===== src/sync_ts_pkg.sv =====
// Purpose: shared constants and types for the sysref / lmfc / timestamp block
// Assumes: 8-bit registers on a 12-bit register address; one frame per clock
// Notes:   offsets, field positions and reset values are named here once
// Functional notes
// - one select bit picks subclass 0 or 1; resets to 1, subclass 1
// - subclass 1 sysref event realigns lmfc and the internal sample dividers
// - five-bit lmfc offset delays lmfc phase in whole frame steps
// - one octet per frame: four counts per frame; two octets: two counts
// - any other octets-per-frame value: one frame per offset count
// - transition select chooses rising or falling sysref level change
// - edge select samples sysref on rising or falling clock edge
// - sync mode bit resets to 0, normal mode, sysref resets internal clocks
// - sync mode bit 1 selects timestamp synchronization
// - timestamp mode leaves clocks alone, flags coincident sample in control bits
// - three-bit selector per control bit; code 5 carries timestamp flag
// - control bits allocated from bit 2 downward
// - both channels share identical pipeline latency
// - timestamp delay register shifts which sample carries the flag
// - no timestamping while decimation is in use
// - sysref mode arms capture; 1 continuous, 2 n-shot self-clears on event
// - monitor register: hold status upper nibble, setup status lower nibble
package sync_ts_pkg;

  // register offsets
  localparam logic [11:0] ADDR_CAPTURE_CTRL  = 12'h120;
  localparam logic [11:0] ADDR_TS_DELAY      = 12'h123;
  localparam logic [11:0] ADDR_SH_MONITOR    = 12'h128;
  localparam logic [11:0] ADDR_CHIP_SYNC     = 12'h1ff;
  localparam logic [11:0] ADDR_CTRL_FN_LOW   = 12'h559;
  localparam logic [11:0] ADDR_CTRL_FN_HIGH  = 12'h55a;
  localparam logic [11:0] ADDR_LMFC_OFFSET   = 12'h578;
  localparam logic [11:0] ADDR_CTRL_PER_SMP  = 12'h58f;
  localparam logic [11:0] ADDR_SUBCLASS      = 12'h590;

  // field positions
  localparam int SUBCLASS_BIT     = 5;
  localparam int TRANS_SEL_BIT    = 4;
  localparam int EDGE_SEL_BIT     = 3;
  localparam int MODE_LSB         = 1;
  localparam int SYNC_MODE_BIT    = 0;
  localparam int CS_LSB           = 6;
  localparam int FN0_LSB          = 0;
  localparam int FN1_LSB          = 4;
  localparam int FN2_LSB          = 0;
  localparam int HOLD_LSB         = 4;
  localparam int SETUP_LSB        = 0;

  // reset values
  localparam logic [7:0] RST_SUBCLASS   = 8'h20;
  localparam logic [7:0] RST_CHIP_SYNC  = 8'h00;
  localparam logic [7:0] RST_ZERO       = 8'h00;

  // field codes
  localparam logic [1:0] MODE_OFF        = 2'h0;
  localparam logic [1:0] MODE_CONTINUOUS = 2'h1;
  localparam logic [1:0] MODE_NSHOT      = 2'h2;
  localparam logic [2:0] FN_SYSREF       = 3'h5;
  localparam logic [7:0] F_ONE           = 8'h01;
  localparam logic [7:0] F_TWO           = 8'h02;

  // sample path
  localparam int SAMPLE_W = 14;
  localparam int CTRL_W   = 3;
  localparam int TS_DEPTH = 256;

  typedef struct packed {
    logic [SAMPLE_W-1:0] data;
    logic [CTRL_W-1:0]   ctrl;
  } sample_word_s;

endpackage


===== src/sync_ts.sv =====
// Purpose: sysref capture, lmfc and divider alignment, sample timestamping
// Assumes: frame clock equals clk_i; samples arrive one per clock per channel
// Notes:   register port is a simple strobe interface, read data one cycle later
`timescale 1ns/100ps
module sync_ts #(
  parameter int DIV_RATIO = 4,
  parameter int DIV_W     = 3
) (
  // clock and reset
  input  wire logic                     clk_i,
  input  wire logic                     rst_n_i,
  // register access
  input  wire logic [11:0]              reg_addr_i,
  input  wire logic [7:0]               reg_wdata_i,
  input  wire logic                     reg_wr_i,
  output logic      [7:0]               reg_rdata_o,
  // system reference pin
  input  wire logic                     sysref_i,
  // transport and chip configuration
  input  wire logic [7:0]               octets_per_frame_i,
  input  wire logic [5:0]               frames_per_multi_i,
  input  wire logic                     decimation_on_i,
  // window monitor detectors
  input  wire logic [3:0]               setup_status_i,
  input  wire logic [3:0]               hold_status_i,
  // sample path
  input  wire logic [1:0][sync_ts_pkg::SAMPLE_W-1:0] sample_i,
  output sync_ts_pkg::sample_word_s [1:0]            word_o,
  // clock alignment
  output logic                          lmfc_o,
  output logic                          divider_sync_o,
  output logic                          realign_o
);

  ////////////////////////////////////////////////////////////////////////////
  // registers
  logic [7:0] capture_ctrl_q, capture_ctrl_d;
  logic [7:0] ts_delay_q, ts_delay_d;
  logic [7:0] monitor_q, monitor_d;
  logic [7:0] chip_sync_q, chip_sync_d;
  logic [7:0] fn_low_q, fn_low_d;
  logic [7:0] fn_high_q, fn_high_d;
  logic [7:0] lmfc_off_q, lmfc_off_d;
  logic [7:0] cs_q, cs_d;
  logic [7:0] subclass_q, subclass_d;
  logic [7:0] rdata_d;
  logic       event_w;

  // register writes; n-shot mode clears itself once the event is taken
  always_comb
  begin
    capture_ctrl_d = capture_ctrl_q;
    ts_delay_d     = ts_delay_q;
    chip_sync_d    = chip_sync_q;
    fn_low_d       = fn_low_q;
    fn_high_d      = fn_high_q;
    lmfc_off_d     = lmfc_off_q;
    cs_d           = cs_q;
    subclass_d     = subclass_q;
    monitor_d      = monitor_q;
    if (event_w && capture_ctrl_q[sync_ts_pkg::MODE_LSB +: 2] == sync_ts_pkg::MODE_NSHOT)
    begin
      capture_ctrl_d[sync_ts_pkg::MODE_LSB +: 2] = sync_ts_pkg::MODE_OFF;
    end
    if (event_w)
    begin
      monitor_d[sync_ts_pkg::HOLD_LSB +: 4]  = hold_status_i;
      monitor_d[sync_ts_pkg::SETUP_LSB +: 4] = setup_status_i;
    end
    if (reg_wr_i)
    begin
      case (reg_addr_i)
        sync_ts_pkg::ADDR_CAPTURE_CTRL: capture_ctrl_d = reg_wdata_i;
        sync_ts_pkg::ADDR_TS_DELAY:     ts_delay_d     = reg_wdata_i;
        sync_ts_pkg::ADDR_CHIP_SYNC:    chip_sync_d    = reg_wdata_i;
        sync_ts_pkg::ADDR_CTRL_FN_LOW:  fn_low_d       = reg_wdata_i;
        sync_ts_pkg::ADDR_CTRL_FN_HIGH: fn_high_d      = reg_wdata_i;
        sync_ts_pkg::ADDR_LMFC_OFFSET:  lmfc_off_d     = reg_wdata_i;
        sync_ts_pkg::ADDR_CTRL_PER_SMP: cs_d           = reg_wdata_i;
        sync_ts_pkg::ADDR_SUBCLASS:     subclass_d     = reg_wdata_i;
        default:                        capture_ctrl_d = capture_ctrl_d;
      endcase
    end
  end

  // register read mux, unmapped addresses read zero
  always_comb
  begin
    case (reg_addr_i)
      sync_ts_pkg::ADDR_CAPTURE_CTRL: rdata_d = capture_ctrl_q;
      sync_ts_pkg::ADDR_TS_DELAY:     rdata_d = ts_delay_q;
      sync_ts_pkg::ADDR_SH_MONITOR:   rdata_d = monitor_q;
      sync_ts_pkg::ADDR_CHIP_SYNC:    rdata_d = chip_sync_q;
      sync_ts_pkg::ADDR_CTRL_FN_LOW:  rdata_d = fn_low_q;
      sync_ts_pkg::ADDR_CTRL_FN_HIGH: rdata_d = fn_high_q;
      sync_ts_pkg::ADDR_LMFC_OFFSET:  rdata_d = lmfc_off_q;
      sync_ts_pkg::ADDR_CTRL_PER_SMP: rdata_d = cs_q;
      sync_ts_pkg::ADDR_SUBCLASS:     rdata_d = subclass_q;
      default:                        rdata_d = 8'h00;
    endcase
  end

  // register state
  always_ff @(posedge clk_i or negedge rst_n_i)
  begin
    if (!rst_n_i)
    begin
      capture_ctrl_q <= sync_ts_pkg::RST_ZERO;
      ts_delay_q     <= sync_ts_pkg::RST_ZERO;
      monitor_q      <= sync_ts_pkg::RST_ZERO;
      chip_sync_q    <= sync_ts_pkg::RST_CHIP_SYNC;
      fn_low_q       <= sync_ts_pkg::RST_ZERO;
      fn_high_q      <= sync_ts_pkg::RST_ZERO;
      lmfc_off_q     <= sync_ts_pkg::RST_ZERO;
      cs_q           <= sync_ts_pkg::RST_ZERO;
      subclass_q     <= sync_ts_pkg::RST_SUBCLASS;
      reg_rdata_o    <= 8'h00;
    end
    else
    begin
      capture_ctrl_q <= capture_ctrl_d;
      ts_delay_q     <= ts_delay_d;
      monitor_q      <= monitor_d;
      chip_sync_q    <= chip_sync_d;
      fn_low_q       <= fn_low_d;
      fn_high_q      <= fn_high_d;
      lmfc_off_q     <= lmfc_off_d;
      cs_q           <= cs_d;
      subclass_q     <= subclass_d;
      reg_rdata_o    <= rdata_d;
    end
  end

  ////////////////////////////////////////////////////////////////////////////
  // sysref capture: optional falling-edge front stage, then three flops
  logic neg_q;
  logic s1_q, s2_q, s3_q, level_q;
  logic s1_d, level_d;
  logic edge_sel, trans_sel, armed, subclass1, ts_mode;

  assign edge_sel  = capture_ctrl_q[sync_ts_pkg::EDGE_SEL_BIT];
  assign trans_sel = capture_ctrl_q[sync_ts_pkg::TRANS_SEL_BIT];
  assign armed     = (capture_ctrl_q[sync_ts_pkg::MODE_LSB +: 2] == sync_ts_pkg::MODE_CONTINUOUS)
                  || (capture_ctrl_q[sync_ts_pkg::MODE_LSB +: 2] == sync_ts_pkg::MODE_NSHOT);
  assign subclass1 = subclass_q[sync_ts_pkg::SUBCLASS_BIT];
  assign ts_mode   = chip_sync_q[sync_ts_pkg::SYNC_MODE_BIT];

  // falling clock edge sample of the pin
  always_ff @(negedge clk_i or negedge rst_n_i)
  begin
    if (!rst_n_i)
    begin
      neg_q <= 1'b0;
    end
    else
    begin
      neg_q <= sysref_i;
    end
  end

  // choose capture edge ahead of the first stage, accept level on agreement
  always_comb
  begin
    s1_d    = edge_sel ? neg_q : sysref_i;
    level_d = (s2_q == s3_q) ? s3_q : level_q;
  end

  // synchroniser flops
  always_ff @(posedge clk_i or negedge rst_n_i)
  begin
    if (!rst_n_i)
    begin
      s1_q    <= 1'b0;
      s2_q    <= 1'b0;
      s3_q    <= 1'b0;
      level_q <= 1'b0;
    end
    else
    begin
      s1_q    <= s1_d;
      s2_q    <= s1_q;
      s3_q    <= s2_q;
      level_q <= level_d;
    end
  end

  // qualifying transition while armed
  assign event_w = armed && (trans_sel ? (level_q && !level_d) : (!level_q && level_d));

  ////////////////////////////////////////////////////////////////////////////
  // lmfc and divider alignment
  logic [5:0]       frame_cnt_q, frame_cnt_d;
  logic [DIV_W-1:0] div_cnt_q, div_cnt_d;
  logic [5:0]       off_frames, off_wrap;
  logic             realign_d, lmfc_d, div_sync_d;

  // offset counts scaled by octets per frame
  always_comb
  begin
    if (octets_per_frame_i == sync_ts_pkg::F_ONE)
    begin
      off_frames = {3'h0, lmfc_off_q[4:2]};
    end
    else if (octets_per_frame_i == sync_ts_pkg::F_TWO)
    begin
      off_frames = {2'h0, lmfc_off_q[4:1]};
    end
    else
    begin
      off_frames = {1'h0, lmfc_off_q[4:0]};
    end
    off_wrap = (frames_per_multi_i == 6'h00) ? off_frames
                                             : off_frames % frames_per_multi_i;
  end

  // counters restart on a subclass 1 event in normal mode only
  always_comb
  begin
    realign_d   = event_w && subclass1 && !ts_mode;
    frame_cnt_d = (frame_cnt_q + 6'h01 >= frames_per_multi_i) ? 6'h00 : frame_cnt_q + 6'h01;
    div_cnt_d   = (div_cnt_q == DIV_W'(DIV_RATIO - 1)) ? '0 : div_cnt_q + DIV_W'(1);
    if (realign_d)
    begin
      frame_cnt_d = 6'h00;
      div_cnt_d   = '0;
    end
    lmfc_d     = (frame_cnt_d == off_wrap);
    div_sync_d = (div_cnt_d == '0);
  end

  // alignment state
  always_ff @(posedge clk_i or negedge rst_n_i)
  begin
    if (!rst_n_i)
    begin
      frame_cnt_q    <= 6'h00;
      div_cnt_q      <= '0;
      lmfc_o         <= 1'b0;
      divider_sync_o <= 1'b0;
      realign_o      <= 1'b0;
    end
    else
    begin
      frame_cnt_q    <= frame_cnt_d;
      div_cnt_q      <= div_cnt_d;
      lmfc_o         <= lmfc_d;
      divider_sync_o <= div_sync_d;
      realign_o      <= realign_d;
    end
  end

  ////////////////////////////////////////////////////////////////////////////
  // timestamp flag and its delay line
  logic [sync_ts_pkg::TS_DEPTH-2:0] pipe_q, pipe_d;
  logic                             flag_now, flag_dly;

  // control bit pattern for a flag, allocated from the top bit down
  function automatic logic [2:0] ctrl_bits(input logic [1:0] cs, input logic [7:0] lo,
                                           input logic [7:0] hi, input logic flag);
    logic [2:0] en;
    logic [2:0] bits;
    en      = (cs == 2'h1) ? 3'b100 : (cs == 2'h2) ? 3'b110 : (cs == 2'h3) ? 3'b111 : 3'b000;
    bits[0] = en[0] && (lo[sync_ts_pkg::FN0_LSB +: 3] == sync_ts_pkg::FN_SYSREF) && flag;
    bits[1] = en[1] && (lo[sync_ts_pkg::FN1_LSB +: 3] == sync_ts_pkg::FN_SYSREF) && flag;
    bits[2] = en[2] && (hi[sync_ts_pkg::FN2_LSB +: 3] == sync_ts_pkg::FN_SYSREF) && flag;
    return bits;
  endfunction

  // flag only in timestamp mode and full bandwidth
  always_comb
  begin
    flag_now = event_w && ts_mode && !decimation_on_i;
    pipe_d   = {pipe_q[sync_ts_pkg::TS_DEPTH-3:0], flag_now};
    flag_dly = (ts_delay_q == 8'h00) ? flag_now : pipe_q[ts_delay_q - 8'h01];
  end

  // delay line state
  always_ff @(posedge clk_i or negedge rst_n_i)
  begin
    if (!rst_n_i)
    begin
      pipe_q <= '0;
    end
    else
    begin
      pipe_q <= pipe_d;
    end
  end

  ////////////////////////////////////////////////////////////////////////////
  // per-channel output words, one stage each so latency matches
  genvar ch;
  generate
    for (ch = 0; ch < 2; ch++)
    begin : g_chan
      sync_ts_pkg::sample_word_s word_d;

      // data and control bits of the coincident sample
      always_comb
      begin
        word_d.data = sample_i[ch];
        word_d.ctrl = ctrl_bits(cs_q[sync_ts_pkg::CS_LSB +: 2], fn_low_q, fn_high_q,
                                flag_dly);
      end

      // output word register
      always_ff @(posedge clk_i or negedge rst_n_i)
      begin
        if (!rst_n_i)
        begin
          word_o[ch] <= '0;
        end
        else
        begin
          word_o[ch] <= word_d;
        end
      end
    end
  endgenerate

endmodule


===== config.mk =====
export PLATFORM = sky130hd
export DESIGN_NAME = sync_ts
export DESIGN_NICKNAME = d
export VERILOG_FILES = /design/src/sync_ts_pkg.sv /design/src/sync_ts.sv
export SDC_FILE = /design/constraint.sdc
export NUM_CORES = 1
export LEC_CHECK = 0
export BUFFER_PORTS_ARGS = -buffer_cell sky130_fd_sc_hd__buf_4
export CAP_MARGIN = 30
export CORE_MARGIN = 4
export CORE_UTILIZATION = 40
export CTS_BUF_LIST = sky130_fd_sc_hd__clkbuf_2
export DETAILED_ROUTE_END_ITERATION = 12
export SLEW_MARGIN = 10
export SYNTH_ARGS = -nofsm -noshare
export SYNTH_HDL_FRONTEND = slang
export SYNTH_SLANG_ARGS = --single-unit

===== constraint.sdc =====
create_clock -name clk_i -period 13.6 [get_ports clk_i]
set_input_delay 2.04 -clock clk_i [delete_from_list [all_inputs] [get_ports clk_i]]
set_output_delay 2.04 -clock clk_i [all_outputs]
set_load 0.01 [all_outputs]

==> results_dict.tcl <==
set metrics [dict create \
    post-cts-setup-buffers 0 \
    r2r_start "lmfc_off_q[3]$_DFFE_PN0P_" \
    p_per_area_nw_per_um2 118 \
    synthTopCellsByArea "dfrtp_1 (62%), mux4_2 (9.7%), mux2_2 (4.3%)" \
    numCtsBuffers 94 \
    setup-violations-final 0 \
    grt_pass1_wl_um 54000 \
    outcome "finished, final reports clean" \
    fin_crit_ns 9.98 \
    drtPass1Iterations 5 \
    synth_top_area_share_pct 62.2 \
    dp.cells 1652 \
    antenna_found_initial 2 \
    yosys.area.top_type "dfrtp_1" \
    worst_slack_ns 3.62 \
    rr_endpoint "lmfc_o$_DFF_PN0_" \
    finalWirelength_um 32400 \
    critPathArrivalTime_ns 10.79 \
    synth_flop_cell "dfrtp_1" \
    timing.fmax_ghz 0.100 \
    die_y_um 204 \
    core_um2 37800 \
    fin_tns_setup_ns 0 \
    area_growth_pct 15.5 \
    cp_slowest_stage_delay_ns 0.67 \
    final_antenna_net_count 0 \
    grt-ovfl-total 0 \
    netlist_area_um2 15300 \
    num-nets-final 1351 \
    place_ws_ns 2.68 \
    hpwlAfterDp_um 21100 \
    crit_buf_inv 3 \
    critPathLaunchType "input port" \
    holdWs_ns 0.332 \
    grt_usage_pct 16.0 \
    grt_max_degree 83 \
    reg2regPathDepth 35 \
    portBuffers 119 \
    clock_latency_ns 0.86 \
    hold_violations 0 \
    synth_common_cells "dfrtp_1 (381), nand2_1 (75), mux4_2 (66), mux2_2 (59), nor2_1 (43)" \
    cp.depth 38 \
    ys_seq_area_share_pct 62.5 \
    initial_core_util_pct 40.6 \
    routed_via_density 5.20 \
    layout.cells.non_filler 1823 \
    cp_top_family "simple AND/OR/NAND/NOR gates" \
    cts_root_buffer "clkbuf_2" \
    peakVddDrop_mv 0.0778 \
    crit_fanout 8 \
    avgSynthCellArea_um2 14.7 \
    critPathRequiredTime_ns 14.41 \
    die_area_um2 41500 \
    cts.sinks 383 \
    finalPower_mw 2.09 \
    cpMostUsedCell "ha_1" \
    slew_headroom_pct 35.9 \
    synthArstFlopShare_pct 100 \
    worstSetupPathType "input port to register" \
    rsz0062_at_grt "false" \
    vias 9476 \
    ys_types 88 \
    post_cts_resized 0 \
    drive_above_1_share_pct 33.0 \
    clock_skew_ns 0.114 \
    crit_slowest_cell "or4_1" \
    cts_hold_buf 0 \
    gp_congestion 0.803 \
    synth_edf_count 0 \
    ys_warn_count 0 \
    synthCells 1043 \
    max_slew.worst_pin.slew_ns 0.953 \
    clk_pin_slew_worst_paths_ns 0.11 \
    grt_pass1_vias 10300 \
    drtIter0Drc 602 \
    io_pins 120 \
    drc 0 \
    cts_buffer_depth 3 \
    hold_path_class "register to register" \
    maxCapViolations 0 \
    worstSetupStartpoint "octets_per_frame_i[5]" \
    synth_most_common_cell "dfrtp_1" \
    die_w_um 204 \
    post-route-period-util_pct 73.4 \
    drv_slew 0 \
    crit_end "lmfc_o$_DFF_PN0_" \
    cp-end-kind "register" \
    leakagePower_nw 8.61 \
    h-tree-depth 3 \
    r2r_setup_slack_ns 5.17 \
    wire_per_inst_um 17.8 \
    cts_tree "done" \
    num_rows 71 \
    synth_seq_cells 383 \
    synth_fp_nets 1153 \
]
layout make-up:
class                   count  area [um2]
multi-input cells         593        5450
clock buffers             135         676
inverters                  32         120
flip-flops and latches    383        9590
repair buffers            137        1090
well taps                 511         639
diodes                      2        5.00
fillers                  3376       20000
clock inverters            30         154
kinds of logic after synthesis:
kind of cell | Yosys count | share of synthesized area (%)
and+or+nand+nor | 232 | 8.09
adders and majority gates | 36 | 2.97
xor gates and xnor gates | 26 | 1.53
buffers and inverters | 67 | 2.13
AOI/OAI and AO/OA | 161 | 7.91
muxes | 138 | 14.9
DFF | 383 | 62.5
per-stage QoR:
| stage | area [um2] | utilization [%] |
|---|---|---|
| finish | 17700 | 46.9 |
| CTS | 17600 | 46.7 |
| floorplan | 15300 | - |
| detailed placement | 16800 | 44.5 |
| global placement | 16800 | 44.5 |
| global route | 17700 | 46.9 |
worst min-delay path by stage:
stage,cells after the start,from,slack (ns),to
2_1_floorplan,0,s1_q$_DFF_PN0_,0.33,s2_q$_DFF_PN0_
3_3_place_gp,0,s1_q$_DFF_PN0_,0.34,s2_q$_DFF_PN0_
3_5_place_dp,0,s1_q$_DFF_PN0_,0.34,s2_q$_DFF_PN0_
4_1_cts,0,pipe_q[201]$_DFF_PN0_,0.34,pipe_q[202]$_DFF_PN0_
5_1_grt,0,pipe_q[201]$_DFF_PN0_,0.33,pipe_q[202]$_DFF_PN0_
6_report,0,pipe_q[62]$_DFF_PN0_,0.33,pipe_q[63]$_DFF_PN0_
state kept, by name, summed over array words and instances, names as in the netlist, 3 cells and up:
| signal | flops |
|---|---|
| capture_ctrl_q | 8 |
| chip_sync_q | 8 |
| cs_q | 8 |
| div_cnt_q | 3 |
| fn_high_q | 8 |
| fn_low_q | 8 |
| frame_cnt_q | 6 |
| lmfc_off_q | 8 |
| monitor_q | 8 |
| pipe_q | 255 |
| reg_rdata_o | 8 |
| subclass_q | 8 |
| ts_delay_q | 8 |
| word_o | 31 |
layout by cell type, fill, tap and decap left out, types with 5 or more instances in the layout:
cell type and count:
xnor2_1 15, nand2b_1 5, a222oi_1 8, a21oi_1 23, nand4_1 8, a221oi_1 8, a21o_1 5, dfrtp_1 380
nor3_1 9, mux4_2 66, nor2_1 43, a22o_1 8, o211ai_1 5, a22oi_1 11, buf_4 132, clkinv_1 23
a31oi_1 7, inv_1 32, nand2_1 75, clkbuf_2 135, mux2i_1 13, nand3b_1 5, mux2_2 59, nand3_1 23
a2111oi_0 5, nor2b_1 9, and3_1 6, ha_1 33, o21a_1 9, o21ai_0 26, o311ai_0 6, and2_1 5
xor2_1 9, nor4_1 6
routing by layer:
metal / vias to the layer above / routed length [um] / share of wire (%) / track usage, %
met3: 37 / 1580 / 4.9 / 3.85
met1: 4891 / 14900 / 46 / 22.6
li1: 4326 / - / - / -
met2: 222 / 15400 / 48 / 24.6
met5: - / 0 / 0 / 0
met4: 0 / 481 / 1.5 / 5.25
where the power goes:
part	internal, mW	total (mW)	switching [mW]
Combinational	0.0868	0.205	0.118
Clock	0.285	0.726	0.441
Sequential	1.15	1.16	0.00967
Total	1.53	2.09	0.569
No activity file was read; power rests on OpenSTA's default activity.
